--- src/pkg/mdio_port_pkg.sv ---
// shared constants and types for the serial management port
package mdio_port_pkg;

	// ==========================================================
	// field widths and counts
	localparam int unsigned REG_COUNT    = 32;
	localparam int unsigned REG_W        = 16;
	localparam int unsigned ADDR_W       = 5;
	localparam int unsigned PREAMBLE_LEN = 32;
	localparam int unsigned OP_LEN       = 2;
	localparam int unsigned DATA_LEN     = 16;

	// ==========================================================
	// frame codes
	localparam logic [1:0] OP_READ  = 2'h2;
	localparam logic [1:0] OP_WRITE = 2'h1;

	// ==========================================================
	// register offsets, fields and reset values
	localparam logic [4:0]  ADDR_CONTROL      = 5'h00;
	localparam logic [4:0]  ADDR_BASIC_STATUS = 5'h01;
	localparam int unsigned SOFT_RESET_BIT    = 15;
	localparam int unsigned PRE_SUPPRESS_BIT  = 6;
	localparam logic [15:0] REG_RESET         = 16'h0000;

	// ==========================================================
	// frame engine states
	typedef enum logic [3:0] {
		ST_PREAMBLE = 4'h0,
		ST_IDLE     = 4'h1,
		ST_START2   = 4'h2,
		ST_OP       = 4'h3,
		ST_PHY      = 4'h4,
		ST_REG      = 4'h5,
		ST_TA1      = 4'h6,
		ST_TA2      = 4'h7,
		ST_DATA     = 4'h8
	} frame_state_e;

endpackage : mdio_port_pkg

--- src/pkg/mdio_link_if.sv ---
// sampled management link events passed from sampler to frame engine
`timescale 1ns/1ps
interface mdio_link_if;
	logic mdc_rise;
	logic mdc_fall;
	logic mdio_bit;

	modport sampler (output mdc_rise, output mdc_fall, output mdio_bit);
	modport engine  (input mdc_rise, input mdc_fall, input mdio_bit);
endinterface : mdio_link_if

--- src/core/mdio_link_sampler.sv ---
// synchronises management clock and data pins and finds clock edges
`timescale 1ns/1ps
module mdio_link_sampler (
	input  wire logic   clk_i,
	input  wire logic   reset_i,
	input  wire logic   mdc_i,
	input  wire logic   mdio_i,
	mdio_link_if.sampler link
);

	// ==========================================================
	// state
	typedef struct packed {
		logic [2:0] mdc_sh;
		logic [1:0] mdio_sh;
	} sampler_s;

	sampler_s q;
	sampler_s d;

	always_comb begin
		d         = q;
		d.mdc_sh  = {q.mdc_sh[1:0], mdc_i};
		d.mdio_sh = {q.mdio_sh[0], mdio_i};
	end

	always_ff @(posedge clk_i or posedge reset_i) begin
		if (reset_i) begin
			q <= '0;
		end else begin
			q <= d;
		end
	end

	// only second and third stages are looked at; data shares the clock's latency
	assign link.mdc_rise = q.mdc_sh[1] & ~q.mdc_sh[2];
	assign link.mdc_fall = ~q.mdc_sh[1] & q.mdc_sh[2];
	assign link.mdio_bit = q.mdio_sh[1];

endmodule : mdio_link_sampler

--- src/core/mdio_management_port.sv ---
// serial management port frame engine with its register file
`timescale 1ns/1ps
// Overview of operation
// - thirty-two 16-bit registers reachable only through management clock and data.
// - up to 32 devices share data; five-bit device address picks the responder.
// - after reset ignore frames and never drive until full preamble seen.
// - stay synced; lose sync on reset, bad start, bad opcode or bad turnaround.
// - each frame starts with bits zero then one after idle high bits.
// - fields: idle, start, opcode, device addr, reg addr, turnaround, data, idle.
// - in read turnaround first bit nobody drives the data line.
// - matched read: drive zero in second turnaround bit, then sixteen data bits.
// - basic status register at address 01h reports bit 6 set.
// - after the first preamble accept frames carrying no preamble.
module mdio_management_port (
	input  wire logic        clk_i,
	input  wire logic        reset_i,
	input  wire logic        mdc_i,
	input  wire logic        mdio_i,
	output logic             mdio_o,
	output logic             mdio_oe_o,
	input  wire logic [4:0]  phy_addr_i,
	input  wire logic [15:0] status_i,
	output logic             in_sync_o,
	output logic             wr_pulse_o,
	output logic [4:0]       wr_addr_o,
	output logic [15:0]      wr_data_o
);

	// ==========================================================
	// link sampling
	mdio_link_if link ();

	mdio_link_sampler u_sampler (
		.clk_i   (clk_i),
		.reset_i (reset_i),
		.mdc_i   (mdc_i),
		.mdio_i  (mdio_i),
		.link    (link)
	);

	// ==========================================================
	// state
	typedef struct packed {
		mdio_port_pkg::frame_state_e st;
		logic [5:0]                  cnt;
		logic [1:0]                  op;
		logic [4:0]                  phy;
		logic [4:0]                  reg_addr;
		logic [15:0]                 shift;
		logic                        match;
		logic                        mdio_out;
		logic                        mdio_oe;
		logic                        in_sync;
		logic                        wr_pulse;
		logic [4:0]                  wr_addr;
		logic [15:0]                 wr_data;
		logic [4:0]                  addr_s1;
		logic [4:0]                  addr_s2;
		logic [31:0][15:0]           regs;
	} port_s;

	port_s q;
	port_s d;

	// ==========================================================
	// helpers
	function automatic logic [15:0] read_word(
		input logic [31:0][15:0] regs,
		input logic [4:0]        addr,
		input logic [15:0]       status
	);
		logic [15:0] w;
		w = regs[addr];
		if (addr == mdio_port_pkg::ADDR_BASIC_STATUS) begin
			w                                 = status;
			w[mdio_port_pkg::PRE_SUPPRESS_BIT] = 1'b1;
		end
		return w;
	endfunction : read_word

	function automatic logic last_bit(input logic [5:0] cnt, input int unsigned len);
		return cnt == 6'(len - 1);
	endfunction : last_bit

	// ==========================================================
	// frame engine
	always_comb begin
		logic b;
		logic lose;
		b          = link.mdio_bit;
		lose       = 1'b0;
		d          = q;
		d.wr_pulse = 1'b0;
		// device address pins come from outside and are resynchronised
		d.addr_s1  = phy_addr_i;
		d.addr_s2  = q.addr_s1;
		if (link.mdc_rise) begin
			case (q.st)
				mdio_port_pkg::ST_PREAMBLE: begin
					if (!b) begin
						d.cnt = '0;
					end else if (last_bit(q.cnt, mdio_port_pkg::PREAMBLE_LEN)) begin
						d.in_sync = 1'b1;
						d.st      = mdio_port_pkg::ST_IDLE;
						d.cnt     = '0;
					end else begin
						d.cnt = q.cnt + 6'h01;
					end
				end
				mdio_port_pkg::ST_IDLE: begin
					if (!b) begin
						d.st = mdio_port_pkg::ST_START2;
					end
				end
				mdio_port_pkg::ST_START2: begin
					if (b) begin
						d.st  = mdio_port_pkg::ST_OP;
						d.cnt = '0;
					end else begin
						lose = 1'b1;
					end
				end
				mdio_port_pkg::ST_OP: begin
					d.op = {q.op[0], b};
					if (last_bit(q.cnt, mdio_port_pkg::OP_LEN)) begin
						d.cnt = '0;
						if ({q.op[0], b} == mdio_port_pkg::OP_READ ||
						    {q.op[0], b} == mdio_port_pkg::OP_WRITE) begin
							d.st = mdio_port_pkg::ST_PHY;
						end else begin
							lose = 1'b1;
						end
					end else begin
						d.cnt = q.cnt + 6'h01;
					end
				end
				mdio_port_pkg::ST_PHY: begin
					d.phy = {q.phy[3:0], b};
					if (last_bit(q.cnt, mdio_port_pkg::ADDR_W)) begin
						d.match = ({q.phy[3:0], b} == q.addr_s2);
						d.st    = mdio_port_pkg::ST_REG;
						d.cnt   = '0;
					end else begin
						d.cnt = q.cnt + 6'h01;
					end
				end
				mdio_port_pkg::ST_REG: begin
					d.reg_addr = {q.reg_addr[3:0], b};
					if (last_bit(q.cnt, mdio_port_pkg::ADDR_W)) begin
						d.st  = mdio_port_pkg::ST_TA1;
						d.cnt = '0;
					end else begin
						d.cnt = q.cnt + 6'h01;
					end
				end
				mdio_port_pkg::ST_TA1: begin
					// first turnaround bit must read high in both directions; a low bit loses sync
					if (!b) begin
						lose = 1'b1;
					end else begin
						d.st = mdio_port_pkg::ST_TA2;
						if (q.op == mdio_port_pkg::OP_READ && q.match) begin
							d.mdio_oe  = 1'b1;
							d.mdio_out = 1'b0;
							d.shift    = read_word(q.regs, q.reg_addr, status_i);
						end
					end
				end
				mdio_port_pkg::ST_TA2: begin
					d.cnt = '0;
					d.st  = mdio_port_pkg::ST_DATA;
					if (q.op == mdio_port_pkg::OP_READ) begin
						if (q.match) begin
							d.mdio_out = q.shift[15];
							d.shift    = {q.shift[14:0], 1'b0};
						end
					end else if (b) begin
						lose = 1'b1;
					end
				end
				mdio_port_pkg::ST_DATA: begin
					// unmatched reads leave the data output low; the line is not ours
					if (q.op == mdio_port_pkg::OP_READ) begin
						if (q.match) begin
							d.mdio_out = q.shift[15];
							d.shift    = {q.shift[14:0], 1'b0};
						end
					end else begin
						d.shift = {q.shift[14:0], b};
					end
					if (last_bit(q.cnt, mdio_port_pkg::DATA_LEN)) begin
						d.st       = mdio_port_pkg::ST_IDLE;
						d.cnt      = '0;
						d.mdio_oe  = 1'b0;
						d.mdio_out = 1'b0;
						if (q.op == mdio_port_pkg::OP_WRITE && q.match) begin
							d.wr_pulse = 1'b1;
							d.wr_addr  = q.reg_addr;
							d.wr_data  = {q.shift[14:0], b};
							// status register is read only; control reset bit self-clears
							if (q.reg_addr != mdio_port_pkg::ADDR_BASIC_STATUS) begin
								d.regs[q.reg_addr] = {q.shift[14:0], b};
							end
							if (q.reg_addr == mdio_port_pkg::ADDR_CONTROL &&
							    q.shift[mdio_port_pkg::SOFT_RESET_BIT - 1]) begin
								d.regs = {mdio_port_pkg::REG_COUNT{mdio_port_pkg::REG_RESET}};
								lose   = 1'b1;
							end
						end
					end else begin
						d.cnt = q.cnt + 6'h01;
					end
				end
				default: begin
					lose = 1'b1;
				end
			endcase
		end
		if (lose) begin
			d.st       = mdio_port_pkg::ST_PREAMBLE;
			d.cnt      = '0;
			d.in_sync  = 1'b0;
			d.mdio_oe  = 1'b0;
			d.mdio_out = 1'b0;
		end
	end

	// a stopped management clock simply freezes the engine mid-frame
	always_ff @(posedge clk_i or posedge reset_i) begin
		if (reset_i) begin
			q      <= '0;
			q.st   <= mdio_port_pkg::ST_PREAMBLE;
			q.regs <= {mdio_port_pkg::REG_COUNT{mdio_port_pkg::REG_RESET}};
		end else begin
			q <= d;
		end
	end

	// ==========================================================
	// outputs
	assign mdio_o     = q.mdio_out;
	assign mdio_oe_o  = q.mdio_oe;
	assign in_sync_o  = q.in_sync;
	assign wr_pulse_o = q.wr_pulse;
	assign wr_addr_o  = q.wr_addr;
	assign wr_data_o  = q.wr_data;

endmodule : mdio_management_port

--- config.mk ---
export PLATFORM = sky130hd
export DESIGN_NAME = mdio_management_port
export DESIGN_NICKNAME = d
export VERILOG_FILES = /design/src/pkg/mdio_port_pkg.sv /design/src/pkg/mdio_link_if.sv /design/src/core/mdio_link_sampler.sv /design/src/core/mdio_management_port.sv
export SDC_FILE = /design/constraint.sdc
export NUM_CORES = 1
export LEC_CHECK = 0
export BUFFER_PORTS_ARGS = -buffer_cell sky130_fd_sc_hd__buf_2
export CAP_MARGIN = 5
export CORE_MARGIN = 2
export CORE_UTILIZATION = 60
export DETAILED_ROUTE_END_ITERATION = 12
export PLACE_DENSITY = 0.77
export SYNTH_ARGS = -nofsm -noshare
export SYNTH_HDL_FRONTEND = slang
export SYNTH_SLANG_ARGS = --single-unit
--- constraint.sdc ---
create_clock -name clk_i -period 22.9 [get_ports clk_i]
set_input_delay 4.58 -clock clk_i [delete_from_list [all_inputs] [get_ports clk_i]]
set_output_delay 4.58 -clock clk_i [all_outputs]
set_load 0.005 [all_outputs]
# Word level (Yosys, flattened, before mapping)
# Index checks and enable logic that the tools add are counted.
dict set report word_totals {
  output_inout_bits 25
  register_bits 591
  inputBits 25
  wordCells 181
}
dict set report op_classes {
  eq_ne 33
  n_reduce_logical 32
  magnitude_cmp 2
  addsub 1
  bitwise 2
  muxes 62
}
# operator count
set ops {}
lappend ops {{$mux 512} 2}
lappend ops {{$bwmux 512} 1}
lappend ops {{$mux 16} 8}
lappend ops {{$bmux 16 s5} 1}
lappend ops {{$demux 16 s5} 1}
lappend ops {{$mux 22} 3}
lappend ops {{$mux 64} 1}
lappend ops {{$pmux 16 s3} 1}
lappend ops {{$mux 4} 9}
lappend ops {{$pmux 4 s9} 1}
lappend ops {{$pmux 6 s6} 1}
lappend ops {{$mux 6} 5}
lappend ops {{$ne 3x3->1 const B} 8}
lappend ops {{$mux 10} 2}
lappend ops {{$eq 4x3->1 const B} 4}
lappend ops {{$mux 1} 16}
lappend ops {{$reduce_and 5->1} 3}
lappend ops {{$reduce_and 12->1} 1}
lappend ops {{$reduce_and 4->1} 3}
lappend ops {{$mux 5} 2}
lappend ops {{$reduce_bool 10->1} 1}
lappend ops {{$reduce_bool 2->1} 5}
lappend ops {{$ne 3x2->1 const B} 3}
lappend ops {{$eq 4x2->1 const B} 2}
lappend ops {{34 further kinds} 48}

# Depth between registers and ports, before layout
# Gate-level depths: netlist (run 1).
dict set report logic_depth {
  depth_word 9
  ltp_mapped 10
  depth_no_buf 7
}

# By module
# Synthesis (run 1) repeated with hierarchy kept, for this count alone.
dict set report unflattened {
  cells_unflattened 2587
  hier_area_um2 27033.4
}
# module instances seq_area_each_um2 area_per_inst_um2 cells_per_inst
set by_module_without_submodules {}
lappend by_module_without_submodules {mdio_management_port 1 14589.0 26889.5 2579}
lappend by_module_without_submodules {mdio_link_sampler 1 125.1 143.9 8}

# Worst setup path after synthesis (run 1)
# No wires, ideal clock.
dict set report synth_timing {
  path_kind {input to register}
  startpoint {input status_i[1]}
  endpoint {register q[549] in the netlist's numbering}
  arrival_ns 5.012
  t_required_ns 22.774
  path_buffers 0
  path_stages 3
  setup_time_ns 0.126
  setup_slack_ns 17.762
  path_cell_list {o21ai_0 > a31oi_1 > a221o_1}
}
dict set report synth_via {
  elab_chain_len 4
}
# element line
set synth_lines {}
lappend synth_lines {{start, declared} mdio_management_port.sv:22} ;# input wire logic [15:0] status_i,
lappend synth_lines {{$mux 16} mdio_management_port.sv:74} ;# if (addr == mdio_port_pkg::ADDR_BASIC_STATUS) begin
lappend synth_lines {{$mux 16} mdio_management_port.sv:162} ;# if (q.op == mdio_port_pkg::OP_READ && q.match) begin
lappend synth_lines {{$mux 16} mdio_management_port.sv:158} ;# if (!b) begin
lappend synth_lines {{$pmux 16 s3} mdio_management_port.sv:98} ;# case (q.st)
lappend synth_lines {{end, declared} mdio_management_port.sv:62} ;# port_s q;
# Every way passes these cells. The select of a mux whose other input is x is not followed.
# A chain may end at the register's enable or synchronous reset.

==> results of run 1 <==
[cells in the mapped netlist (8+ instances only)]
library cell / instances / area share, %
o22ai_1: 9 / 0.21
a22o_1: 8 / 0.26
nand2b_1: 9 / 0.21
o221ai_1: 8 / 0.26
nand4_1: 11 / 0.26
nand2_1: 165 / 2.3
o21ai_1: 103 / 1.9
dfrtp_1: 579 / 55
mux2i_1: 52 / 2.0
o21ai_0: 445 / 8.4
clkbuf_1: 179 / 2.5
buf_2: 76 / 1.4
a22oi_1: 30 / 0.85
nand3_1: 499 / 9.4
mux2_2: 20 / 0.85
inv_1: 17 / 0.24
nor2_1: 31 / 0.44
mux4_2: 99 / 8.4
buf_4: 24 / 0.68
nor3_1: 14 / 0.26
a21oi_1: 24 / 0.45
[state kept, by name (all words and copies together) (netlist names), 3 cells and up]
| name | flops |
|---|---|
| q | 544 |
| wr_data_o | 16 |
| d | 5 |
| wr_addr_o | 5 |
| u_sampler.d | 3 |
[final cells by class]
class                      count  share of cell area, %
clock inverter                14                  0.624
tap                          585                   2.57
clock buffer                  87                   5.93
timing repair buffer          97                   2.14
sequential                   579                   50.9
inverter                      18                  0.264
multi-input combinational   1640                   37.5
[stage by stage]
stage	cells	utilization, %	worst slack [ns]	total power, mW	instance area (sq um)
final	3020	65.6	15.30	1.99	28500
after global routing	3020	65.6	14.69	2.05	28500
after CTS	3020	65.6	15.15	2.00	28500
after detailed placement	2919	61.3	14.52	1.07	26600
after global placement	2919	61.3	14.69	1.07	26600
after floorplan	2524	-	2.12	1.06	26500
[kinds of logic (layout without fill, tap and decap cells)]
family                   count (synthesis)  in the layout
AND/OR/NAND/NOR                        779            779
AO/OA/AOI/OAI                          681            681
flip-flops                             579            579
buffers and inverters                  305            216
multiplexers                           171            171
XOR/XNOR                                 6              6
adder cells (fa/ha/maj)                  3              3
[cells in the final DEF, fill, tap and decap left out, types with 6 or more instances in the layout]
master     count
clkbuf_16     57
inv_1         16
o2111ai_1      6
nor2_1        31
mux2_2        20
a22o_1         8
mux2i_1       52
nand2b_1       8
dfrtp_1      577
o221ai_1       8
clkbuf_8      15
o21ai_0      445
o21ai_1      103
nor3_1        14
nand3_1      499
clkinv_2       8
clkbuf_1      15
buf_2         48
o211ai_1       7
a211oi_1       6
o22ai_1        9
nand4_1       11
a21oi_1       24
a22oi_1       30
nor2b_1        6
and2_1         7
nand2_1      165
mux4_2        99
buf_4         49
[worst reg2reg max path: stages (launching register included)]
cell      delay [ns]
dfrtp_4         0.88
or2_2           0.46
or3_1           0.74
nand2b_4        0.95
buf_4           0.98
buf_4           1.12
nand3_1         0.23
o21ai_1         0.16
[power groups by stage]
| stage | clock (mW) | combinational, mW | sequential (mW) |
|---|---|---|---|
| after floorplan | 0 | 0.0188 | 1.04 |
| after global placement | 0 | 0.0275 | 1.04 |
| after detailed placement | 0 | 0.0285 | 1.04 |
| after CTS | 0.947 | 0.0286 | 1.03 |
| after global routing | 0.990 | 0.0321 | 1.03 |
| final | 0.939 | 0.0274 | 1.03 |
[routing by layer]
layer	vias to the layer above	routed length, um
li1	8913	-
met1	10300	28300
met2	1128	33800
met3	209	7270
met4	0	2850
met5	-	0
[worst paths after layout]
check | slack (ns) | startpoint | cells after the start | end
min in group asynchronous | 4.20 | reset_i | 2 | q[142]
max | 15.30 | reset_i | 5 | q[459]
max in group clk_i | 17.16 | mdio_o | 1 | mdio_o
min reg2reg | 0.35 | d[516] | 0 | q[516]
max reg2reg | 17.28 | q[565] | 7 | q[267]
min | 0.35 | d[516] | 0 | q[516]
==> results.cfg, run 1 <==
[detailed_routing]
wirelength_mm = 72.2
wire_per_inst_um = 23.9
final_antenna_net_count = 0
drt-pass1-iter-count = 6
drt_iter0_markers = 2714
vias = 20500
drt-vias-per-instance = 6.80
remaining_drc_errors = 0

[sta]
rsz0062_at_grt = false
timing.hold.ws_ns = 0.350
min_period_over_period_pct = 33.2
worst_pin_slew_ns = 1.29
fin_worst_skew_ns = 0.0196
slew_viol_final = 0
period_needed_ns = 7.60
finalHoldViolCount = 0
setup_viol = 0
slew_headroom_pct = 13.9
finalSetupTns_ns = 0
fmax_mhz = 131

[synth]
yosys_warnings = 0
syn-num-nets = 2552
ys_ff_latch = 579
yosys.area_share.simple_pct = 14.6
synth_area_sq_um = 26500
synth-compound-area-share_pct = 14.1
synth_edf_count = 0
synth_ff_type = dfrtp_1
ys_seq_area_share_pct = 54.7
syn_area_per_cell_sq_um = 10.5
synth_cell_types = 69
synth_mux_area_share_pct = 11.2
syn_inst = 2524
yosys.area_share.adder_pct = 0.142
synth_top_family_by_area = simple AND/OR/NAND/NOR gates
synth_xor_area_share_pct = 0.198
synthArstFlopShare_pct = 100

[finish]
num-nets-final = 2420
regArea_sq_um = 14500
drive_gt1_share_pct = 13.2
num_antenna_cells = 0
areaGrowthSynthToFinish_pct = 7.41
nFillCells = 3337
multi_input_area_sq_um = 10700

[clock_network]
post_cts_buffers = 0
cts_tree = yes
post_cts_resized = 0
clk_pin_slew_worst_paths_ns = 0.06
cts_max_level = 2
cts_buffers = 56
root_buffer = clkbuf_16
clkLatencyLatePin_ns = 0.62
cts.sinks = 579
cts_buffer_depth = 3
ctsHoldBuffers = 0

[grt]
grt_pass1_vias = 20100
globalRoute.busiestLayer = met2
grt_max_degree = 142
grt_use_total_pct = 31.7
met3_usage_pct = 6.60
met2_usage_pct = 49.7
overflow = 0
antenna_found_initial = 0
grt_first_pass_wirelength_mm = 114
gr-usage-met1_pct = 44.0

[worst_setup_path]
crit_top_cell = buf_4
cp_max_fo = 141
worstSetupPathType = input port to async pin
cp_slowest_cell = buf_4
worstPathArrival_ns = 8.20
end_kind = async pin
crit_chain = buf_2 -> inv_8 -> buf_4 -> buf_4 -> buf_4
critPathMaxStageDelay_ns = 0.95
cp.required_ns = 23.50
cp_top_family = buffers and inverters
path_buf_inv = 5
cp-start-kind = input port

[die]
fp.dieH_um = 214
die_x_um = 214
core_sq_um = 43400
rows = 76
dieArea_sq_um = 45900
io_pins = 50
initial_core_util_pct = 61.1

[place]
port_buffers = 48
gp_congestion = 0.874
dp_hpwl_mm = 44.3

[power]
power_density_nw_per_um2 = 70.0
switchingPower_mw = 0.414
swShare_pct = 20.8
cellLeakagePower_nw = 12.0
p_seq_share_pct = 51.5
vdd_ir_drop_max_v = 0.0000570
p_comb_share_pct = 1.4
internal-power_mw = 1.58
clock_power_share_pct = 47.1

[flow_run]
max_cap_violations = 0

[hold_path]
hold_class = flip-flop to flip-flop

[status]
status = finished, final reports clean
Note: power is estimated with default switching activity, not from simulation.
==> inputs of run 2 (changes only) <==
==> constraint.sdc (replaced) <==
create_clock -name clk_i -period 7.6 [get_ports clk_i]
set_input_delay 1.52 -clock clk_i [delete_from_list [all_inputs] [get_ports clk_i]]
set_output_delay 1.52 -clock clk_i [all_outputs]
set_load 0.005 [all_outputs]
==> run 2 against run 1 <==
  * Die area is the same
  * Sequential power grew to 3.0 times the previous value
  * Clock skew barely moved
  * Wire length down 0.66%
  * Non-clock buffer count up 6
  * Register-to-register slack worse by 14 ns
  * Worst hold slack better by 0.0019 ns
  * Sequential share of layout area is 0.45 points lower
  * Cell area grew 0.89%
  * First-iteration DRC count shrank 14%
  * Critical path type is now flip-flop to flip-flop
  * Highest routed layer unchanged
==> results.cfg, run 2 (same netlist as run 1, synthesis figures left out) <==
[status]
status = finished, final reports clean

[die]
io_pins = 50
fp.dieH_um = 214
dieArea_sq_um = 45900
die_x_um = 214
core_sq_um = 43400
rows = 76
initial_core_util_pct = 61.1

[place]
pre_cts_slack_ns = 3.60
gp_congestion = 0.867
dp_cells = 2925
port_buffers = 48
place_area_sq_um = 26700
dp_hpwl_mm = 43.9

[worst_setup_path]
reg2regPathDepth = 6
r2r-start = q[566]
cp_slowest_cell = nor2_1
cp_top_family = simple AND/OR/NAND/NOR gates
path_buf_inv = 1
worstSetupPathType = flip-flop to flip-flop
timing.reg2reg.setup_slack_ns = 3.41
cp_max_fo = 16
worstPathArrival_ns = 4.72
critPathMaxStageDelay_ns = 1.17
cp-start-kind = flip-flop
crit_chain = clkinv_1 -> nor2_1 -> nand4_1 -> o2111ai_1 -> a21oi_1 -> o21ai_0
end_kind = flip-flop
cp.required_ns = 8.13
reg2reg_to = q[562]

[sta]
worst_pin_slew_ns = 1.31
period_needed_ns = 4.19
slew_viol_final = 0
fmax_mhz = 239
setup_ws_ns = 3.41
finalSetupTns_ns = 0
slew_headroom_pct = 12.0
rsz0062_at_grt = false
setup_viol = 0
fin_worst_skew_ns = 0.0198
timing.hold.ws_ns = 0.351
min_period_over_period_pct = 55.1
finalHoldViolCount = 0

[grt]
overflow = 0
antenna_found_initial = 0
grt_use_total_pct = 31.7
met2_usage_pct = 49.0
gr-usage-met1_pct = 43.4
met3_usage_pct = 6.75
globalRoute.busiestLayer = met2
grt_max_degree = 260
grt_pass1_vias = 20200
grt_first_pass_wirelength_mm = 115

[clock_network]
clk_pin_slew_worst_paths_ns = 0.06
post_cts_buffers = 0
cts_max_level = 2
ctsHoldBuffers = 0
cts.sinks = 579
cts_buffer_depth = 3
root_buffer = clkbuf_16
clkLatencyLatePin_ns = 0.63
post_cts_resized = 0
cts_buffers = 58
cts_tree = yes

[detailed_routing]
wire_per_inst_um = 23.7
vias = 20500
drt_iter0_markers = 2345
drt-pass1-iter-count = 5
final_antenna_net_count = 0
remaining_drc_errors = 0
wirelength_mm = 71.7
drt-vias-per-instance = 6.75

[finish]
design_area_sq_um = 28700
regMostFlops = q
num-nets-final = 2428
largest_reg_flops = 544
drive_gt1_share_pct = 13.8
mostFrequentLayoutCells = dfrtp_1, nand3_1, o21ai_0
num_antenna_cells = 0
areaGrowthSynthToFinish_pct = 8.37
final_common_cell = dfrtp_1
stdcell_count = 3031
final_util_pct = 66.2

[hold_path]
hold_path_depth = 0
hold_class = flip-flop to flip-flop
min_from = d[514]
min_to = q[514]

[power]
power_density_nw_per_um2 = 217
vdd_ir_drop_max_v = 0.000183
cellLeakagePower_nw = 12.1
power_mw = 6.22

[flow_run]
max_cap_violations = 0
==> run 2: changes by cell type in the layout (fill, tap and decap cells not counted), sizes merged <==
cell	previous run	this run
clkinv	9	12
clkinvlp	0	1
bufinv	4	8
buf	97	103
clkbuf	87	84
==> run 2: worst reg2reg max path, cell delays in order, from the launching register on <==
cell       delay (ns)
dfrtp_1          0.83
clkinv_1         1.11
nor2_1           1.18
nand4_1          0.24
o2111ai_1        0.32
a21oi_1          0.17
o21ai_0          0.24
==> run 2: power by group <==
group | switching [mW] | internal, mW | total [mW]
clock | 1.22 | 1.83 | 3.05
combinational | 0.0716 | 0.0131 | 0.0846
sequential | 0.00324 | 3.09 | 3.09
==> run 2: cell type report <==
| class | count | area (sq um) |
|---|---|---|
| Tap cell | 585 | 732 |
| Multi-Input combinational cell | 1640 | 10700 |
| Clock inverter | 22 | 333 |
| Clock buffer | 84 | 1710 |
| Fill cell | 3265 | 14600 |
| Sequential cell | 579 | 14500 |
| Timing Repair Buffer | 103 | 691 |
| Inverter | 18 | 71.3 |
==> run 2: metal layers <==
metal | part of all wire, % | vias up
met5 | 0 | -
met4 | 4.6 | 0
met3 | 9.3 | 226
met2 | 47 | 1028
met1 | 39 | 10300
li1 | - | 8943
==> run 2: worst max path at each step <==
stage | endpoint | depth (start not counted) | start | slack, ns
floorplan | d[512] | 1 | reset_i | -1.81
global placement | q[549] | 7 | q[564] | 3.62
detailed placement | q[354] | 10 | q[576] | 3.60
CTS | q[354] | 10 | q[576] | 3.57
global route | q[226] | 9 | q[583] | 3.21
finish | q[562] | 6 | q[566] | 3.41
==> inputs of run 3 (changes only) <==
--- a/config.mk
+++ b/config.mk
@@ -8,9 +8,9 @@
 export BUFFER_PORTS_ARGS = -buffer_cell sky130_fd_sc_hd__buf_2
 export CAP_MARGIN = 5
 export CORE_MARGIN = 2
-export CORE_UTILIZATION = 60
+export CORE_UTILIZATION = 57
 export DETAILED_ROUTE_END_ITERATION = 12
-export PLACE_DENSITY = 0.77
+export PLACE_DENSITY = 0.76
 export SYNTH_ARGS = -nofsm -noshare
 export SYNTH_HDL_FRONTEND = slang
 export SYNTH_SLANG_ARGS = --single-unit
==> constraint.sdc (replaced) <==
create_clock -name clk_i -period 3.8 [get_ports clk_i]
set_input_delay 0.76 -clock clk_i [delete_from_list [all_inputs] [get_ports clk_i]]
set_output_delay 0.76 -clock clk_i [all_outputs]
set_load 0.005 [all_outputs]
==> run 3 against run 2 <==
  * Worst hold slack worse by 0.12 ns
  * Clock-buffer cell count increased by 5
  * Sequential cell count did not move
  * Highest routed layer unchanged
  * Clock power is 98% higher
  * Via count is 0.75% higher
  * Total power grew 100%
  * Largest cell class unchanged
  * Wire length up 2.8%
  * Final cell count up 2.8%
  * Cell area up 2.3%
  * Utilization down 2.7 points
  * Register-to-register slack got worse by 2.9 ns
==> results.cfg, run 3 (same netlist as run 1, synthesis figures left out) <==
[power]
vdd_ir_drop_max_v = 0.000383
p_comb_share_pct = 1.5
cellLeakagePower_nw = 12.4
power_density_nw_per_um2 = 422
swShare_pct = 20.9
clock_power_share_pct = 48.7
power_mw = 12.4
p_seq_share_pct = 49.8
internal-power_mw = 9.82
switchingPower_mw = 2.59

[finish]
num_antenna_cells = 0
nFillCells = 3557
largest_reg_flops = 544
design_area_sq_um = 29400
regMostFlops = q
mostFrequentLayoutCells = dfrtp_1, nand3_1, o21ai_0
drive_gt1_share_pct = 15.9
num-nets-final = 2489
areaGrowthSynthToFinish_pct = 10.9
final_common_cell = dfrtp_1

[detailed_routing]
vias = 20600
drt-vias-per-instance = 6.62
final_antenna_net_count = 0
wirelength_mm = 73.7
drt-pass1-iter-count = 6
remaining_drc_errors = 0
wire_per_inst_um = 23.7
drt_iter0_markers = 2645

[clock_network]
cts_buffer_depth = 3
cts_tree = yes
root_buffer = clkbuf_16
cts_max_level = 2
cts_buffers = 58
cts.sinks = 579
clkLatencyLatePin_ns = 0.63
clk_pin_slew_worst_paths_ns = 0.06
post_cts_resized = 0
post_cts_buffers = 0
ctsHoldBuffers = 0

[sta]
timing.hold.ws_ns = 0.228
setup_viol = 0
rsz0062_at_grt = false
finalHoldViolCount = 0
fin_worst_skew_ns = 0.0168
worst_pin_slew_ns = 0.999
min_period_over_period_pct = 85.5
slew_viol_final = 0
period_needed_ns = 3.25
slew_headroom_pct = 33.1
fmax_mhz = 308

[grt]
grt_max_degree = 111
grt_use_total_pct = 31.4
antenna_found_initial = 0
grt_pass1_vias = 20100
grt_first_pass_wirelength_mm = 116
overflow = 0

[worst_setup_path]
reg2regPathDepth = 8
cp_slowest_cell = nor4b_4
r2r-start = q[585]
cp_max_fo = 20
worstPathArrival_ns = 3.72
cp-start-kind = flip-flop
cp.required_ns = 4.27
end_kind = flip-flop
worstSetupPathType = flip-flop to flip-flop
crit_top_cell = buf_4
critPathMaxStageDelay_ns = 0.67
reg2reg_to = q[409]
crit_chain = nor4b_4 -> nand4_2 -> buf_4 -> nor3_1 -> nand2_1 -> buf_4 -> nand3_1 -> o21ai_0
timing.reg2reg.setup_slack_ns = 0.55

[place]
place_area_sq_um = 27300
dp_hpwl_mm = 47.4
gp_congestion = 0.933
port_buffers = 48

[die]
initial_core_util_pct = 57.3
die_x_um = 220
rows = 79
dieArea_sq_um = 48200
io_pins = 50
fp.dieH_um = 220
core_sq_um = 46300

[flow_run]
max_cap_violations = 0

[status]
status = finished, final reports clean

[hold_path]
hold_class = input port to async pin
## run 3: cell count changes in the layout (fill, tap and decap cells not counted)
cell / change
clkbuf_1: +1
bufinv_16: -2
buf_4: +46
clkinvlp_4: +1
inv_6: -1
buf_12: +15
clkbuf_8: +4
## run 3: how the worst max path moves through the flow
stage / start / end / slack [ns] / depth (start not counted)
final: q[585] / q[409] / 0.55 / 8
after global routing: q[585] / q[501] / 0.39 / 7
after CTS: q[585] / q[409] / 0.62 / 8
after detailed placement: q[585] / q[503] / 0.65 / 7
after global placement: q[585] / q[407] / 0.66 / 8
after floorplan: reset_i / d[512] / -4.85 / 1
## run 3: through the flow
stage | setup TNS, ns | cells | util [%] | worst slack [ns]
after detailed placement | 0 | 3008 | 59.1 | 0.653
after global routing | 0 | 3117 | 63.5 | 0.394
after CTS | 0 | 3117 | 63.5 | 0.616
after floorplan | -2807.85 | 2524 | - | -4.85
after global placement | 0 | 3008 | 59.1 | 0.663
final | 0 | 3117 | 63.5 | 0.550
## run 3: cell type report
type | instances | area, sq um | area share [%]
timing repair buffer | 164 | 1340 | 4.55
clock inverter | 20 | 272 | 0.924
inverter | 18 | 71.3 | 0.243
clock buffer | 89 | 1770 | 6.02
sequential | 579 | 14500 | 49.3
multi-input combinational | 1640 | 10700 | 36.4
tap | 607 | 759 | 2.58
## run 3: per-layer routing
| metal | wire [um] | global-route usage [%] |
|---|---|---|
| met5 | 0 | 0 |
| met4 | 3270 | 13.5 |
| met3 | 7290 | 7.99 |
| met2 | 34300 | 49.2 |
| met1 | 28800 | 42.0 |
## run 3: power by group through the flow
stage          registers [mW]  logic, mW  clock network (mW)
6_report                 6.18      0.191                6.04
5_1_grt                  6.18      0.221                6.36
4_1_cts                  6.18      0.198                6.10
3_5_place_dp             6.29      0.197                   0
3_3_place_gp             6.29      0.189                   0
2_1_floorplan            6.30      0.114                   0
## run 3: worst max-delay path, delay by kind of cell, from the launching register on
kind,cells,cell delay [ns]
AND/OR/NAND/NOR,5,1.78
flip-flops,1,0.63
AO/OA/AOI/OAI,1,0.11
buffers and inverters,2,0.55
